`src/core/isscp_pkg.sv`:
```
// Constants, field layout and state codes for the serial register port
// and synthesizer configuration block.
// Assumes one 50 MHz core clock; everything else is sampled into it.
package isscp_pkg;

  // ==========================================================
  // Register map
  localparam int REG_COUNT = 20;
  localparam logic [7:0] ADDR_MAIN_CONFIG = 8'h00;
  localparam logic [7:0] ADDR_CLOCK_OUT_CONFIG = 8'h01;
  localparam logic [7:0] ADDR_SYNTH_CONTROL = 8'h08;
  localparam logic [7:0] ADDR_CARRIER_HIGH = 8'h0b;
  localparam logic [7:0] ADDR_CARRIER_MID = 8'h0c;
  localparam logic [7:0] ADDR_CARRIER_LOW = 8'h0d;
  localparam logic [7:0] ADDR_TX_DATA = 8'h13;

  localparam logic [7:0] RESET_MAIN_CONFIG = 8'h10;
  localparam logic [7:0] RESET_CLOCK_OUT_CONFIG = 8'h80;
  localparam logic [7:0] RESET_OTHER = 8'h00;

  // ==========================================================
  // Field positions
  localparam int XDIV_LSB = 4;
  localparam int CODELAY_LSB = 6;
  localparam int LOBAND_LSB = 0;
  localparam int FRAC_BIT = 2;

  // ==========================================================
  // Encodings
  localparam logic [6:0] DEV_ADDR = 7'h69;
  localparam logic [1:0] XDIV_13M0 = 2'h0;
  localparam logic [1:0] XDIV_16M0 = 2'h1;
  localparam logic [1:0] XDIV_19M2 = 2'h2;
  localparam logic [2:0] RATIO_13M0 = 3'h4;
  localparam logic [2:0] RATIO_16M0 = 3'h5;
  localparam logic [2:0] RATIO_19M2 = 3'h6;
  localparam logic [1:0] LOBAND_WIDE = 2'h0;
  localparam logic [1:0] LOBAND_HIGH = 2'h1;
  localparam logic [1:0] LOBAND_MID = 2'h2;
  localparam logic [1:0] LOBAND_LOW = 2'h3;
  localparam logic [7:0] RATIO_MIN = 8'h0b;
  localparam logic [7:0] RATIO_MAX = 8'h48;

  // ==========================================================
  // Timing
  localparam int CORE_CLK_HZ = 50000000;
  localparam int TIMEBASE_HZ = 3200000;
  localparam int BUFFERED_CLOCK_OUT_HZ = 800000;
  localparam int SCL_MAX_HZ = 1000000;
  localparam int BUFFERED_CLOCK_OUT_HALF_TICKS = TIMEBASE_HZ / BUFFERED_CLOCK_OUT_HZ / 2;
  localparam int SCL_HALF_CYCLES = CORE_CLK_HZ / SCL_MAX_HZ / 2;
  localparam int DELAY_SHIFT = 8;

  typedef enum logic [2:0] {
    ST_IDLE = 3'b000,
    ST_ADDR = 3'b001,
    ST_PTR = 3'b010,
    ST_WR = 3'b011,
    ST_RD = 3'b100,
    ST_SKIP = 3'b101
  } isscp_state_t;

  function automatic logic [7:0] isscp_reset_value(input int idx);
    if (idx == int'(ADDR_MAIN_CONFIG)) return RESET_MAIN_CONFIG;
    if (idx == int'(ADDR_CLOCK_OUT_CONFIG)) return RESET_CLOCK_OUT_CONFIG;
    return RESET_OTHER;
  endfunction : isscp_reset_value

endpackage : isscp_pkg

```
`src/core/isscp_timebase.sv`:
```
// Crystal divider to the internal time base, and the buffered clock out.
// Assumes xtal_rise is a one-cycle pulse per synchronised crystal rising edge.
`timescale 1ns/10ps
`default_nettype none
module isscp_timebase
  import isscp_pkg::*;
(
  input wire logic core_clk,
  input wire logic resetn,
  input wire logic xtal_rise,
  input wire logic [1:0] div_select,
  input wire logic preset_mode,
  input wire logic [1:0] out_delay,
  output logic tick,
  output logic buffered_clock_out
);

  // ==========================================================
  // Crystal divider
  logic [2:0] xcnt;
  logic [1:0] hcnt;
  logic [9:0] dcnt;
  logic started;
  // Unused code 11 falls back to the smallest ratio
  wire [2:0] div_last = (div_select == XDIV_19M2) ? RATIO_19M2 - 3'h1 :
                        (div_select == XDIV_16M0) ? RATIO_16M0 - 3'h1 :
                        RATIO_13M0 - 3'h1;
  wire div_wrap = xcnt >= div_last;
  wire [9:0] delay_ticks = 10'(out_delay) << DELAY_SHIFT;
  wire half_done = hcnt == 2'(BUFFERED_CLOCK_OUT_HALF_TICKS - 1);

  always_ff @(posedge core_clk or negedge resetn) begin
    if (!resetn) begin
      xcnt <= 3'h0;
      tick <= 1'b0;
    end else begin
      tick <= xtal_rise && div_wrap;
      if (xtal_rise) begin
        xcnt <= div_wrap ? 3'h0 : xcnt + 3'h1;
      end
    end
  end

  // ==========================================================
  // Clock out, preset mode only, started after the programmed delay
  always_ff @(posedge core_clk or negedge resetn) begin
    if (!resetn) begin
      dcnt <= 10'h000;
      hcnt <= 2'h0;
      started <= 1'b0;
      buffered_clock_out <= 1'b0;
    end else if (!preset_mode) begin
      dcnt <= 10'h000;
      hcnt <= 2'h0;
      started <= 1'b0;
      buffered_clock_out <= 1'b0;
    end else if (!started) begin
      if (tick) begin
        started <= dcnt == delay_ticks;
        dcnt <= dcnt + 10'h001;
      end
    end else if (tick) begin
      hcnt <= half_done ? 2'h0 : hcnt + 2'h1;
      if (half_done) begin
        buffered_clock_out <= ~buffered_clock_out;
      end
    end
  end

  // ==========================================================
  // Checks
  divider_wrap_a: assert property (@(posedge core_clk) disable iff (!resetn)
    xtal_rise && div_wrap |=> tick && xcnt == 3'h0)
    else $error("time base tick missing at divider wrap");
  buffered_clock_out_toggle_a: assert property (@(posedge core_clk) disable iff (!resetn)
    preset_mode && started && tick && half_done |=> buffered_clock_out != $past(buffered_clock_out))
    else $error("clock out failed to toggle");
  buffered_clock_out_quiet_a: assert property (@(posedge core_clk) disable iff (!resetn)
    !preset_mode |=> !buffered_clock_out && !started)
    else $error("clock out active outside preset mode");

endmodule : isscp_timebase
`default_nettype wire

```
`src/core/isscp_port.sv`:
```
// Serial register slave with synthesizer and clock configuration fields.
// Assumes scl, sda, crystal clock and mode pins arrive asynchronously;
// sleep_request is a same-domain pulse from the transmit control logic.
//
// Function
// Divider select 00/01/10 divides crystal by 4/5/6 for the time base.
// Carrier word is three bytes at 0x0b..0x0d, high byte first.
// Band select: 0 wide range; 3 low, 2 middle, 1 high band.
// Fractional enable at 0 gives integer-N, fraction ignored.
// Integer ratio 11..72 with 16-bit fraction, step crystal/65536.
// Software should set carrier bit 0 to lower fractional spurs.
// Serial port only when both mode pins low, else preset mode.
// Works with master serial clock up to 1 MHz.
// Each byte is eight data clocks plus one acknowledge clock.
// Data changes only while clock low; lines idle high.
// Start is data falling, stop data rising, while clock high.
// Acknowledge holds data low through the ninth clock high.
// Master retries later after a missing acknowledge.
// Fixed address: 0xd2 write byte, 0xd3 read byte.
// Address match is acknowledged, then direction bit is followed.
// Write: pointer byte then data bytes, MSB first, each acked.
// Burst writes go to successive registers until stop.
// Read: pointer write, repeated start, read address, data MSB first.
// Master ack reads next register, nack ends; stop closes.
// Preset mode drives 800 kHz clock on the shared clock pin.
// Clock out delay at 0x01 bits 7:6 resets to 2, preset only.
// Writes to 0x13 hold the pointer and push to transmit data.
// Divider select lives in 0x00, chosen for a 3.2 MHz base.
// Asleep refuses writes; own address recognition wakes it.
// Clock and data pass two-stage synchronisers before any logic.
// Unmatched address leaves data released until next start.
`timescale 1ns/10ps
`default_nettype none
module isscp_port
  import isscp_pkg::*;
#(
  parameter int REGS = REG_COUNT
)(
  input wire logic core_clk,
  input wire logic resetn,
  input wire logic scl_in,
  output logic scl_out,
  output logic scl_oe,
  input wire logic sda_in,
  output logic sda_out,
  output logic sda_oe,
  input wire logic mode_select_pin_a,
  input wire logic mode_select_pin_b,
  input wire logic xtal_clk_in,
  input wire logic sleep_request,
  output logic serial_port_enabled,
  output logic wake_pulse,
  output logic tx_data_strobe,
  output logic [7:0] tx_data_byte,
  output logic [23:0] carrier_word,
  output logic [23:0] synth_divide_word,
  output logic ratio_in_range,
  output logic [1:0] lo_band_select,
  output logic fractional_synth_enable,
  output logic [1:0] xtal_div_select,
  output logic timebase_tick
);

  if (REGS <= int'(ADDR_TX_DATA) || REGS > 32) begin : g_regs_chk
    $error("register count must cover the transmit data register");
  end
  if (SCL_HALF_CYCLES < 4) begin : g_rate_chk
    $error("core clock too slow for the serial clock rate");
  end

  // ==========================================================
  // Synchronisers
  localparam int NSYNC = 5;
  wire [NSYNC-1:0] raw = {xtal_clk_in, mode_select_pin_b, mode_select_pin_a, sda_in, scl_in};
  logic [NSYNC-1:0] meta;
  logic [NSYNC-1:0] sync;
  for (genvar i = 0; i < NSYNC; i++) begin : g_sync
    always_ff @(posedge core_clk or negedge resetn) begin
      if (!resetn) begin
        meta[i] <= 1'b1;
        sync[i] <= 1'b1;
      end else begin
        meta[i] <= raw[i];
        sync[i] <= meta[i];
      end
    end
  end

  logic scl_q;
  logic sda_q;
  logic xtal_q;
  logic port_en;
  always_ff @(posedge core_clk or negedge resetn) begin
    if (!resetn) begin
      scl_q <= 1'b1;
      sda_q <= 1'b1;
      xtal_q <= 1'b1;
      port_en <= 1'b0;
    end else begin
      scl_q <= sync[0];
      sda_q <= sync[1];
      xtal_q <= sync[4];
      port_en <= !sync[2] && !sync[3];
    end
  end

  // ==========================================================
  // Bus events, decoded from synchronised samples only
  wire scl_s = sync[0];
  wire sda_s = sync[1];
  wire scl_rise = scl_s && !scl_q;
  wire scl_fall = !scl_s && scl_q;
  wire start_det = port_en && scl_s && scl_q && sda_q && !sda_s;
  wire stop_det = port_en && scl_s && scl_q && !sda_q && sda_s;
  wire ev_rise = port_en && !start_det && !stop_det && scl_rise;
  wire ev_fall = port_en && !start_det && !stop_det && scl_fall;

  isscp_state_t state;
  logic in_ack;
  logic [3:0] bit_cnt;
  logic [7:0] shift;
  logic [7:0] tx_shift;
  logic [7:0] ptr;
  logic master_ack;
  logic asleep;
  logic [7:0] regs [REGS];

  wire byte_done = ev_fall && !in_ack && bit_cnt == 4'h8;
  wire addr_match = shift[7:1] == DEV_ADDR;
  wire addr_ack_fire = byte_done && state == ST_ADDR && addr_match;
  wire wr_fire = byte_done && state == ST_WR && !asleep;
  wire ptr_mapped = ptr < 8'(REGS);
  wire ptr_hold = ptr == ADDR_TX_DATA;
  wire [7:0] rd_byte = ptr_mapped ? regs[ptr[4:0]] : 8'h00;
  wire recv_state = state == ST_ADDR || state == ST_PTR || state == ST_WR;

  // ==========================================================
  // Byte engine
  always_ff @(posedge core_clk or negedge resetn) begin
    if (!resetn) begin
      state <= ST_IDLE;
      in_ack <= 1'b0;
      bit_cnt <= 4'h0;
      shift <= 8'h00;
      tx_shift <= 8'h00;
      ptr <= 8'h00;
      master_ack <= 1'b0;
      sda_oe <= 1'b0;
    end else if (!port_en) begin
      state <= ST_IDLE;
      in_ack <= 1'b0;
      bit_cnt <= 4'h0;
      sda_oe <= 1'b0;
    end else if (start_det) begin
      state <= ST_ADDR;
      in_ack <= 1'b0;
      bit_cnt <= 4'h0;
      sda_oe <= 1'b0;
    end else if (stop_det) begin
      state <= ST_IDLE;
      in_ack <= 1'b0;
      sda_oe <= 1'b0;
    end else if (ev_rise) begin
      if (!in_ack && recv_state) begin
        shift <= {shift[6:0], sda_s};
        bit_cnt <= bit_cnt + 4'h1;
      end else if (!in_ack && state == ST_RD) begin
        bit_cnt <= bit_cnt + 4'h1;
      end else if (in_ack && state == ST_RD) begin
        master_ack <= !sda_s;
      end
    end else if (ev_fall) begin
      if (in_ack) begin
        // End of the ninth clock: release and move to the next byte
        in_ack <= 1'b0;
        bit_cnt <= 4'h0;
        sda_oe <= 1'b0;
        unique case (state)
          ST_ADDR: begin
            state <= shift[0] ? ST_RD : ST_PTR;
            if (shift[0]) begin
              tx_shift <= rd_byte;
              sda_oe <= !rd_byte[7];
              ptr <= ptr + 8'h01;
            end
          end
          ST_PTR: state <= ST_WR;
          ST_RD: begin
            if (master_ack) begin
              tx_shift <= rd_byte;
              sda_oe <= !rd_byte[7];
              ptr <= ptr + 8'h01;
            end else begin
              state <= ST_SKIP;
            end
          end
          ST_IDLE, ST_WR, ST_SKIP: state <= state;
        endcase
      end else if (bit_cnt == 4'h8) begin
        unique case (state)
          ST_ADDR: begin
            if (addr_match) begin
              in_ack <= 1'b1;
              sda_oe <= 1'b1;
            end else begin
              state <= ST_SKIP;
            end
          end
          ST_PTR: begin
            ptr <= shift;
            in_ack <= 1'b1;
            sda_oe <= 1'b1;
          end
          ST_WR: begin
            in_ack <= 1'b1;
            sda_oe <= !asleep;
            if (!asleep && !ptr_hold) begin
              ptr <= ptr + 8'h01;
            end
          end
          ST_RD: begin
            in_ack <= 1'b1;
            sda_oe <= 1'b0;
          end
          ST_IDLE, ST_SKIP: state <= state;
        endcase
      end else if (state == ST_RD) begin
        sda_oe <= !tx_shift[6];
        tx_shift <= {tx_shift[6:0], 1'b0};
      end
    end
  end

  // ==========================================================
  // Register file
  always_ff @(posedge core_clk or negedge resetn) begin
    if (!resetn) begin
      for (int i = 0; i < REGS; i++) begin
        regs[i] <= isscp_reset_value(i);
      end
    end else if (wr_fire && ptr_mapped) begin
      regs[ptr[4:0]] <= shift;
    end
  end

  // ==========================================================
  // Sleep, wake and transmit data push
  always_ff @(posedge core_clk or negedge resetn) begin
    if (!resetn) begin
      asleep <= 1'b0;
      wake_pulse <= 1'b0;
      tx_data_strobe <= 1'b0;
      tx_data_byte <= 8'h00;
      sda_out <= 1'b0;
    end else begin
      // Address recognition wins over a sleep request in the same cycle
      asleep <= addr_ack_fire ? 1'b0 : (sleep_request || asleep);
      wake_pulse <= addr_ack_fire && asleep;
      tx_data_strobe <= wr_fire && ptr_hold;
      if (wr_fire && ptr_hold) begin
        tx_data_byte <= shift;
      end
      sda_out <= 1'b0;
    end
  end

  // ==========================================================
  // Synthesizer fields
  wire [23:0] cw = {regs[ADDR_CARRIER_HIGH[4:0]], regs[ADDR_CARRIER_MID[4:0]],
                    regs[ADDR_CARRIER_LOW[4:0]]};
  wire frac_en = regs[ADDR_SYNTH_CONTROL[4:0]][FRAC_BIT];

  always_ff @(posedge core_clk or negedge resetn) begin
    if (!resetn) begin
      carrier_word <= 24'h000000;
      synth_divide_word <= 24'h000000;
      ratio_in_range <= 1'b0;
      lo_band_select <= LOBAND_WIDE;
      fractional_synth_enable <= 1'b0;
      xtal_div_select <= XDIV_16M0;
      serial_port_enabled <= 1'b0;
    end else begin
      carrier_word <= cw;
      synth_divide_word <= frac_en ? cw : {cw[23:16], 16'h0000};
      ratio_in_range <= cw[23:16] >= RATIO_MIN && cw[23:16] <= RATIO_MAX;
      lo_band_select <= regs[ADDR_SYNTH_CONTROL[4:0]][LOBAND_LSB +: 2];
      fractional_synth_enable <= frac_en;
      xtal_div_select <= regs[ADDR_MAIN_CONFIG[4:0]][XDIV_LSB +: 2];
      serial_port_enabled <= port_en;
    end
  end

  // ==========================================================
  // Time base and shared clock pin
  logic buffered_clock_out;
  wire [1:0] out_delay = regs[ADDR_CLOCK_OUT_CONFIG[4:0]][CODELAY_LSB +: 2];

  isscp_timebase u_timebase (
    .core_clk(core_clk),
    .resetn(resetn),
    .xtal_rise(sync[4] && !xtal_q),
    .div_select(regs[ADDR_MAIN_CONFIG[4:0]][XDIV_LSB +: 2]),
    .preset_mode(!port_en),
    .out_delay(out_delay),
    .tick(timebase_tick),
    .buffered_clock_out(buffered_clock_out)
  );

  always_ff @(posedge core_clk or negedge resetn) begin
    if (!resetn) begin
      scl_out <= 1'b0;
      scl_oe <= 1'b0;
    end else begin
      scl_out <= buffered_clock_out;
      scl_oe <= !port_en;
    end
  end

  // ==========================================================
  // Checks
  preset_sda_quiet_a: assert property (@(posedge core_clk) disable iff (!resetn)
    !port_en |=> !sda_oe && state == ST_IDLE)
    else $error("data line driven in preset mode");
  shared_pin_dir_a: assert property (@(posedge core_clk) disable iff (!resetn)
    port_en |=> !scl_oe)
    else $error("clock pin driven while serial port enabled");
  start_restart_a: assert property (@(posedge core_clk) disable iff (!resetn)
    start_det |=> state == ST_ADDR && bit_cnt == 4'h0 && !sda_oe)
    else $error("start did not restart address phase");
  stop_idle_a: assert property (@(posedge core_clk) disable iff (!resetn)
    stop_det && !start_det |=> state == ST_IDLE && !sda_oe)
    else $error("stop did not release the bus");
  addr_ack_hold_a: assert property (@(posedge core_clk) disable iff (!resetn)
    addr_ack_fire |=> sda_oe && in_ack ##1 (sda_oe throughout (in_ack [*1])))
    else $error("address acknowledge not driven");
  skip_released_a: assert property (@(posedge core_clk) disable iff (!resetn)
    state == ST_SKIP |-> !sda_oe)
    else $error("data line driven after unmatched address");
  burst_advance_a: assert property (@(posedge core_clk) disable iff (!resetn)
    wr_fire && !ptr_hold |=> ptr == $past(ptr) + 8'h01)
    else $error("burst write pointer did not advance");
  txdata_hold_a: assert property (@(posedge core_clk) disable iff (!resetn)
    wr_fire && ptr_hold |=> ptr == ADDR_TX_DATA && tx_data_strobe && tx_data_byte == $past(shift))
    else $error("transmit data write moved the pointer");
  carrier_low_a: assert property (@(posedge core_clk) disable iff (!resetn)
    wr_fire && ptr == ADDR_CARRIER_LOW ##2 !wr_fire |-> carrier_word[7:0] == $past(shift, 2))
    else $error("carrier low byte not stored");
  integer_mode_a: assert property (@(posedge core_clk) disable iff (!resetn)
    !frac_en |=> synth_divide_word[15:0] == 16'h0000)
    else $error("fraction used in integer mode");
  asleep_nack_a: assert property (@(posedge core_clk) disable iff (!resetn)
    byte_done && state == ST_WR && asleep |=> !sda_oe && in_ack)
    else $error("write acknowledged while asleep");

endmodule : isscp_port
`default_nettype wire

```
`config.mk`:
```
export PLATFORM = sky130hd
export DESIGN_NAME = isscp_port
export DESIGN_NICKNAME = d
export VERILOG_FILES = /design/src/core/isscp_pkg.sv /design/src/core/isscp_timebase.sv /design/src/core/isscp_port.sv
export SDC_FILE = /design/constraint.sdc
export NUM_CORES = 1
export LEC_CHECK = 0
export BUFFER_PORTS_ARGS = -buffer_cell sky130_fd_sc_hd__buf_2
export CAP_MARGIN = 20
export CORE_MARGIN = 1.5
export CORE_UTILIZATION = 59
export DETAILED_ROUTE_END_ITERATION = 12
export GPL_ROUTABILITY_DRIVEN = 1
export PLACE_DENSITY = 0.83
export SLEW_MARGIN = 20
export SYNTH_ARGS = -nofsm -noshare
export SYNTH_HDL_FRONTEND = slang
export SYNTH_SLANG_ARGS = --single-unit
```
`constraint.sdc`:
```
create_clock -name core_clk -period 3.1 [get_ports core_clk]
set_input_delay 0.31 -clock core_clk [delete_from_list [all_inputs] [get_ports core_clk]]
set_output_delay 0.31 -clock core_clk [all_outputs]
set_load 0.01 [all_outputs]
```
; ---- Yosys cells after proc, flatten, opt, wreduce, memory -nomap -nowiden
; Index checks and enable logic that the tools add are counted.
[word_totals]
reg_bits = 293
latchBits = 0
ram_bits = 0
mem_bits_ro = 0
input_bits = 8
elab_cells = 261
memories = 0
[op_classes]
n_addsub = 5
n_mul = 0
div = 0
magnitude_cmp = 6
n_eq_ne = 32
shifts = 0
n_mux = 81
bitwise = 7
n_reduce_logical = 69
[op_table]
columns = operator, count
row1 = bitwise mux 160 bit, 1
row2 = two-way mux 8 bit, 9
row3 = two-way mux 3 bit, 14
row4 = binary-select mux 8 bit (select 5 bit), 1
row5 = demux 8 bit (select 5 bit), 1
row6 = two-way mux 7 bit, 5
row7 = two-way mux 4 bit, 8
row8 = case mux 8 bit (2 select lines), 2
row9 = logical AND 1 bit, 30
row10 = two-way mux 10 bit, 3
row11 = two-way mux 1 bit, 27
row12 = two-way mux 16 bit, 1
row13 = logical NOT 1 bit, 15
row14 = case mux 7 bit (2 select lines), 1
row15 = AND reduction 7 bit, 2
row16 = inequality test 4 x 1 -> 1 bit (second input constant), 3
row17 = nonzero test 2 bit, 6
row18 = AND reduction 11 bit, 1
row19 = adder 10 x 1 -> 10 bit (second input constant), 1
row20 = == test 10 bit, 1
row21 = inequality test 5 x 1 -> 1 bit (second input constant), 2
row22 = inequality test 5 bit (second input constant), 2
row23 = AND reduction 10 bit, 1
row24 = AND reduction 5 bit, 2
row25 = 41 further kinds, 61

; ---- Depth between registers and ports, before layout
[depth]
ltp_word = 14
ltp_mapped = 9
mapped_depth_nobuf = 9

; ---- Cells and area by module
; Synthesis repeated with hierarchy kept, for this count alone.
[unflattened]
hier_cells = 955
area_unflattened_um2 = 12773.5
[by_module_without_submodules]
columns = module, n_inst, cells_per_inst, area_per_inst_um2, seq_area_each_um2
row1 = isscp_port, 1, 854, 11766.3, 6701.4
row2 = isscp_timebase, 1, 101, 1007.2, 450.4

; ---- Worst setup path after synthesis
; Ideal clock, no wire load.
[synth_timing]
path_kind = reg2reg
startpoint = register ptr[0]
endpoint = register regs[24] (netlist name)
setup_ns = 0.125
arrival_time_ns = 2.126
t_required_ns = 2.975
setup_slack_ns = 0.849
stages_incl_launch_ff = 9
synth_period_minus_slack_ns = 2.251
cell_sequence = dfrtp_1 > buf_4 > buf_2 > buf_4 > clkinv_1 > ha_1 > buf_2 > nand4_4 > mux2_2
[synth_via]
elab_chain_len = 6
word_cells_on_any_way = 9
[synth_lines]
columns = item, line
row1 = "start, declared", isscp_port.sv:123  ; logic [7:0] ptr;
row2 = "start signal, assigned", isscp_port.sv:184  ; ptr <= ptr + 8'h01;
row3 = "start signal, assigned", isscp_port.sv:192  ; ptr <= ptr + 8'h01;
row4 = "start signal, assigned", isscp_port.sv:210  ; ptr <= shift;
row5 = inverter 5 -> 6 bit (not written as such), isscp_port.sv:242  ; regs[ptr[4:0]] <= shift;
row6 = >= comparator 6 bit (not written as such) / less-than comparator 6 x 1 -> 1 bit (equally long branches), isscp_port.sv:242
row7 = logical AND 1 bit (not written as such), isscp_port.sv:242
row8 = two-way mux 8 bit (not written as such), isscp_port.sv:242
row9 = demux 8 bit (select 5 bit), isscp_port.sv:242
row10 = bitwise mux 160 bit, isscp_port.sv:242
row11 = "end signal, assigned by index", isscp_port.sv:239  ; regs[i] <= isscp_reset_value(i);
row12 = "end signal, assigned by index", isscp_port.sv:242
row13 = "end, declared", isscp_port.sv:126  ; logic [7:0] regs [REGS];
; Several ways; a longest one is shown, not always the timed one.
; A chain may end at the register's enable or synchronous reset.

; ---- Worst setup path after layout
[layout_timing]
startpoint = register state[2]
endpoint = register tx_shift[5]
[layout_via]
elab_chain_len = 3
word_cells_on_any_way = 9
[layout_lines]
columns = item, line
row1 = "start, declared", isscp_port.sv:118  ; isscp_state_t state;
row2 = "start signal, assigned", isscp_port.sv:180  ; state <= shift[0] ? ST_RD : ST_PTR;
row3 = "start signal, assigned", isscp_port.sv:197  ; ST_IDLE, ST_WR, ST_SKIP: state <= state;
row4 = "start signal, assigned", isscp_port.sv:225  ; ST_IDLE, ST_SKIP: state <= state;
row5 = == test 3 bit / == test 3 x 1 -> 1 bit (equally long branches), "isscp_port.sv:178, isscp_port.sv:227"
row6 = "inequality test 3 bit (no line), or another cell as far along", -
row7 = AND reduction 10 bit (no line) / two-way mux 7 bit (equally long branches), -
row8 = "end signal, assigned", isscp_port.sv:182  ; tx_shift <= rd_byte;
row9 = "end signal, assigned", isscp_port.sv:190  ; tx_shift <= rd_byte;
row10 = "end signal, assigned", isscp_port.sv:229  ; tx_shift <= {tx_shift[6:0], 1'b0};
row11 = "end, declared", isscp_port.sv:122  ; logic [7:0] tx_shift;
; Several ways; a longest one is shown, not always the timed one.

==> run metrics <==
run status=completed; Syn Inst Count=938; startpoint types=flop; largest net degree at the start of global routing=92; leakage power=7.23 nW; CP max stage cell=dfrtp_1; Worst Path Buf+Inv=0; die width=151 um; flop2flop setup slack=0.62 ns; Detailed Route WL=28.1 mm; critical-path cell list=or3b_1, o32a_1, nand4_1, or3b_1, o211ai_1; Die H=151 um; hold path startpoint=meta[2]$_DFF_PN1_; first-pass GRT wire length=45.5 mm; RR Endpoint=tx_shift[5]$_DFFE_PN0P_; drt initial violations=494; synth warn=0; average size of a mapped cell=13.8 um^2; #FFs+latches synth=285; syn_nets=959; vias in the first global route=8,368; Final Hold Viols=0; fraction of layout cells with a size suffix above 1=38.9%; register area share after synthesis=55.1%; via count=8,000; total global-route track usage=25.8%; htree depth=1; die area=22,900 um^2; Post-CTS Hold Fix Bufs=7; core area=21,700 um^2; post-synthesis cell type count=67; port bufs=76; Max Slew Vio Count=0; cell mode on critical path=or3b_1; final routed DRC violation total=0; P per Cell Area=522 nW/um^2; min Tclk post-route=2.48 ns; clock latency on the worst-skew pair=0.55 ns; initial core utilization=59.9%; clock root buffer=clkbuf_16; clock buffer depth=3; Final Wtd Congestion=0.896; endpoint type of the worst setup path=flop; CP arrival=2.92 ns; routed len/inst=21.4 um; CTS tree=built; final setup violation count=0; Worst Hold Slack=0.360 ns; synthesized cell area=13,000 um^2; area grow syn2layout=12.8%; Hold Crit Class=reg2reg; Post-DP HPWL=18.2 mm; CP startpoint=state[2]$_DFFE_PN0P_; critical path type=reg2reg; number of buffers added for setup after CTS=0; PostCTS Resize Cnt=0; VDD IR max=449 uV; RSZ-0062 raised after global routing=false; antenna cells=0; Synth Flop Type=dfrtp_1; FMAX=404 MHz; FFs w/ async S/R, synth=100%; post-route clock period utilization=79.9%; r2r worst-path depth=5; CP required=3.55 ns; Max-slew headroom=47.0%; Vias/cell=6.09; CTS sink cnt=285; Critical Path Max Stage Delay=0.70 ns; hold-critical path depth=0; Post-synth EDFFs=0; worst-margin pin slew=0.795 ns; TNS Setup=0 ns; CTS Buf Count=28; FF-to-FF Start=state[2]$_DFFE_PN0P_; Hold Path End=sync[2]$_DFF_PN1_; post-route ant nets=0; antenna violations before repair=0; Crit path max-delay family=simple AND/OR/NAND/NOR gates; Max Cap Viol=0; Row Count=54; CP max FO=21; clk_skew=0.0166 ns; CTS clock-pin slew for the worst setup and hold paths=0.06 ns; DRT Pass-1 Iters=5; # IOs=78; Final #Nets=1,033; Congestion Overflow GR=0
## where the power goes
group          internal [W]  total [W]  switching, W
clock               0.00208    0.00348       0.00139
combinational      0.000109   0.000333      0.000223
sequential          0.00378    0.00383     0.0000531
## per-stage QoR
stage,util [%],instances,worst slack (ns),total power [W],instance area [um^2]
after floorplan,-,938,0.849,0.00407,13000
after global placement,62.8,1255,0.725,0.00422,13600
after CTS,67.5,1313,0.640,0.00769,14600
after global routing,67.5,1313,0.471,0.00791,14600
final,67.5,1313,0.623,0.00764,14600
after detailed placement,62.8,1255,0.655,0.00423,13600
## worst max path at each step
stage | end | slack [ns] | cells after the start
2_1_floorplan | regs[24]$_DFFE_PN0P_ | 0.85 | 8
3_3_place_gp | tx_shift[1]$_DFFE_PN0P_ | 0.72 | 5
3_5_place_dp | tx_shift[3]$_DFFE_PN0P_ | 0.65 | 5
4_1_cts | tx_shift[5]$_DFFE_PN0P_ | 0.64 | 5
5_1_grt | tx_shift[5]$_DFFE_PN0P_ | 0.47 | 5
6_report | tx_shift[5]$_DFFE_PN0P_ | 0.62 | 5
## Yosys cell counts, types with 3 or more instances
cell       number  area, um^2
a21oi_1        23         115
a2bb2oi_1       6        52.6
a31oi_1         6        37.5
a32o_1          3        30.0
and2_1         21         131
and3_1          5        31.3
and3b_1         3        26.3
buf_1           3        11.3
buf_2          17        85.1
buf_4          12        90.1
buf_6           4        45.0
clkbuf_1       27         101
dfrtp_1       269        6730
dfstp_2        16         420
ha_1           13         163
inv_1          15        56.3
mux2_1         13         146
mux2_2        164        1850
mux2i_1        11         110
mux4_2         40         901
nand2_1        60         225
nand2b_1        7        43.8
nand3_1        16        80.1
nand3b_1        8        60.1
nand4_4        20         425
nor2_1         32         120
nor2_2          4        25.0
nor2b_1         5        31.3
nor3_1         10        50.1
o211ai_1        7        52.6
o21ai_0        30         150
o22ai_1         5        31.3
o31ai_1         3        22.5
or2_2           3        18.8
or3_1           4        25.0
xnor2_1         8        70.1
xor2_1          5        43.8
## kinds of logic after synthesis
family | Yosys count | share of synthesized area (%)
muxes | 228 | 23.1
buffers and inverters | 80 | 3.06
DFF | 285 | 55.1
other | 1 | 0.0289
and+or+nand+nor | 215 | 11.3
AOI/OAI and AO/OA | 103 | 5.23
xor gates and xnor gates | 13 | 0.877
adders and majority gates | 13 | 1.25
## final cells by class
class                           instances  area (um^2)
Clock buffer                           42          825
Clock inverter                          9          129
Fill cell                            1437         7050
Inverter                               17         63.8
Multi-Input combinational cell        573         5440
Sequential cell                       285         7150
Tap cell                              280          350
Timing Repair Buffer                  107          678
## routing by layer
layer	vias up	global-route usage (%)	wire length (um)
li1	3556	-	-
met1	4124	34.8	11800
met2	235	42.3	13700
met3	85	4.34	1400
met4	0	9.56	1120
met5	-	0	0
## placed cells by master, fill, tap and decap left out, types with 6 or more instances in the layout
master	count
a21oi_1	23
a2bb2oi_1	6
a31oi_1	6
and2_1	20
buf_2	75
buf_4	21
clkbuf_1	8
clkbuf_16	29
dfrtp_1	267
dfstp_2	16
dlygate4sd3_1	7
ha_1	13
inv_1	15
mux2_1	13
mux2_2	164
mux2i_1	11
mux4_2	40
nand2_1	60
nand2b_1	7
nand3_1	16
nand3b_1	8
nand4_4	20
nor2_1	31
nor3_1	10
o211ai_1	7
o21ai_0	30
xnor2_1	8
## flip-flops by register name (all words and copies together) (netlist names), 3 cells and up
register / cells
state: 3
tx_data_byte: 8
regs: 133
sync: 3
meta: 5
u_timebase.xcnt: 3
shift: 8
synth_divide_word: 23
ptr: 8
carrier_word: 17
cw: 24
tx_shift: 7
bit_cnt: 4
u_timebase.dcnt: 10
Power figures use the tool's default switching activity.
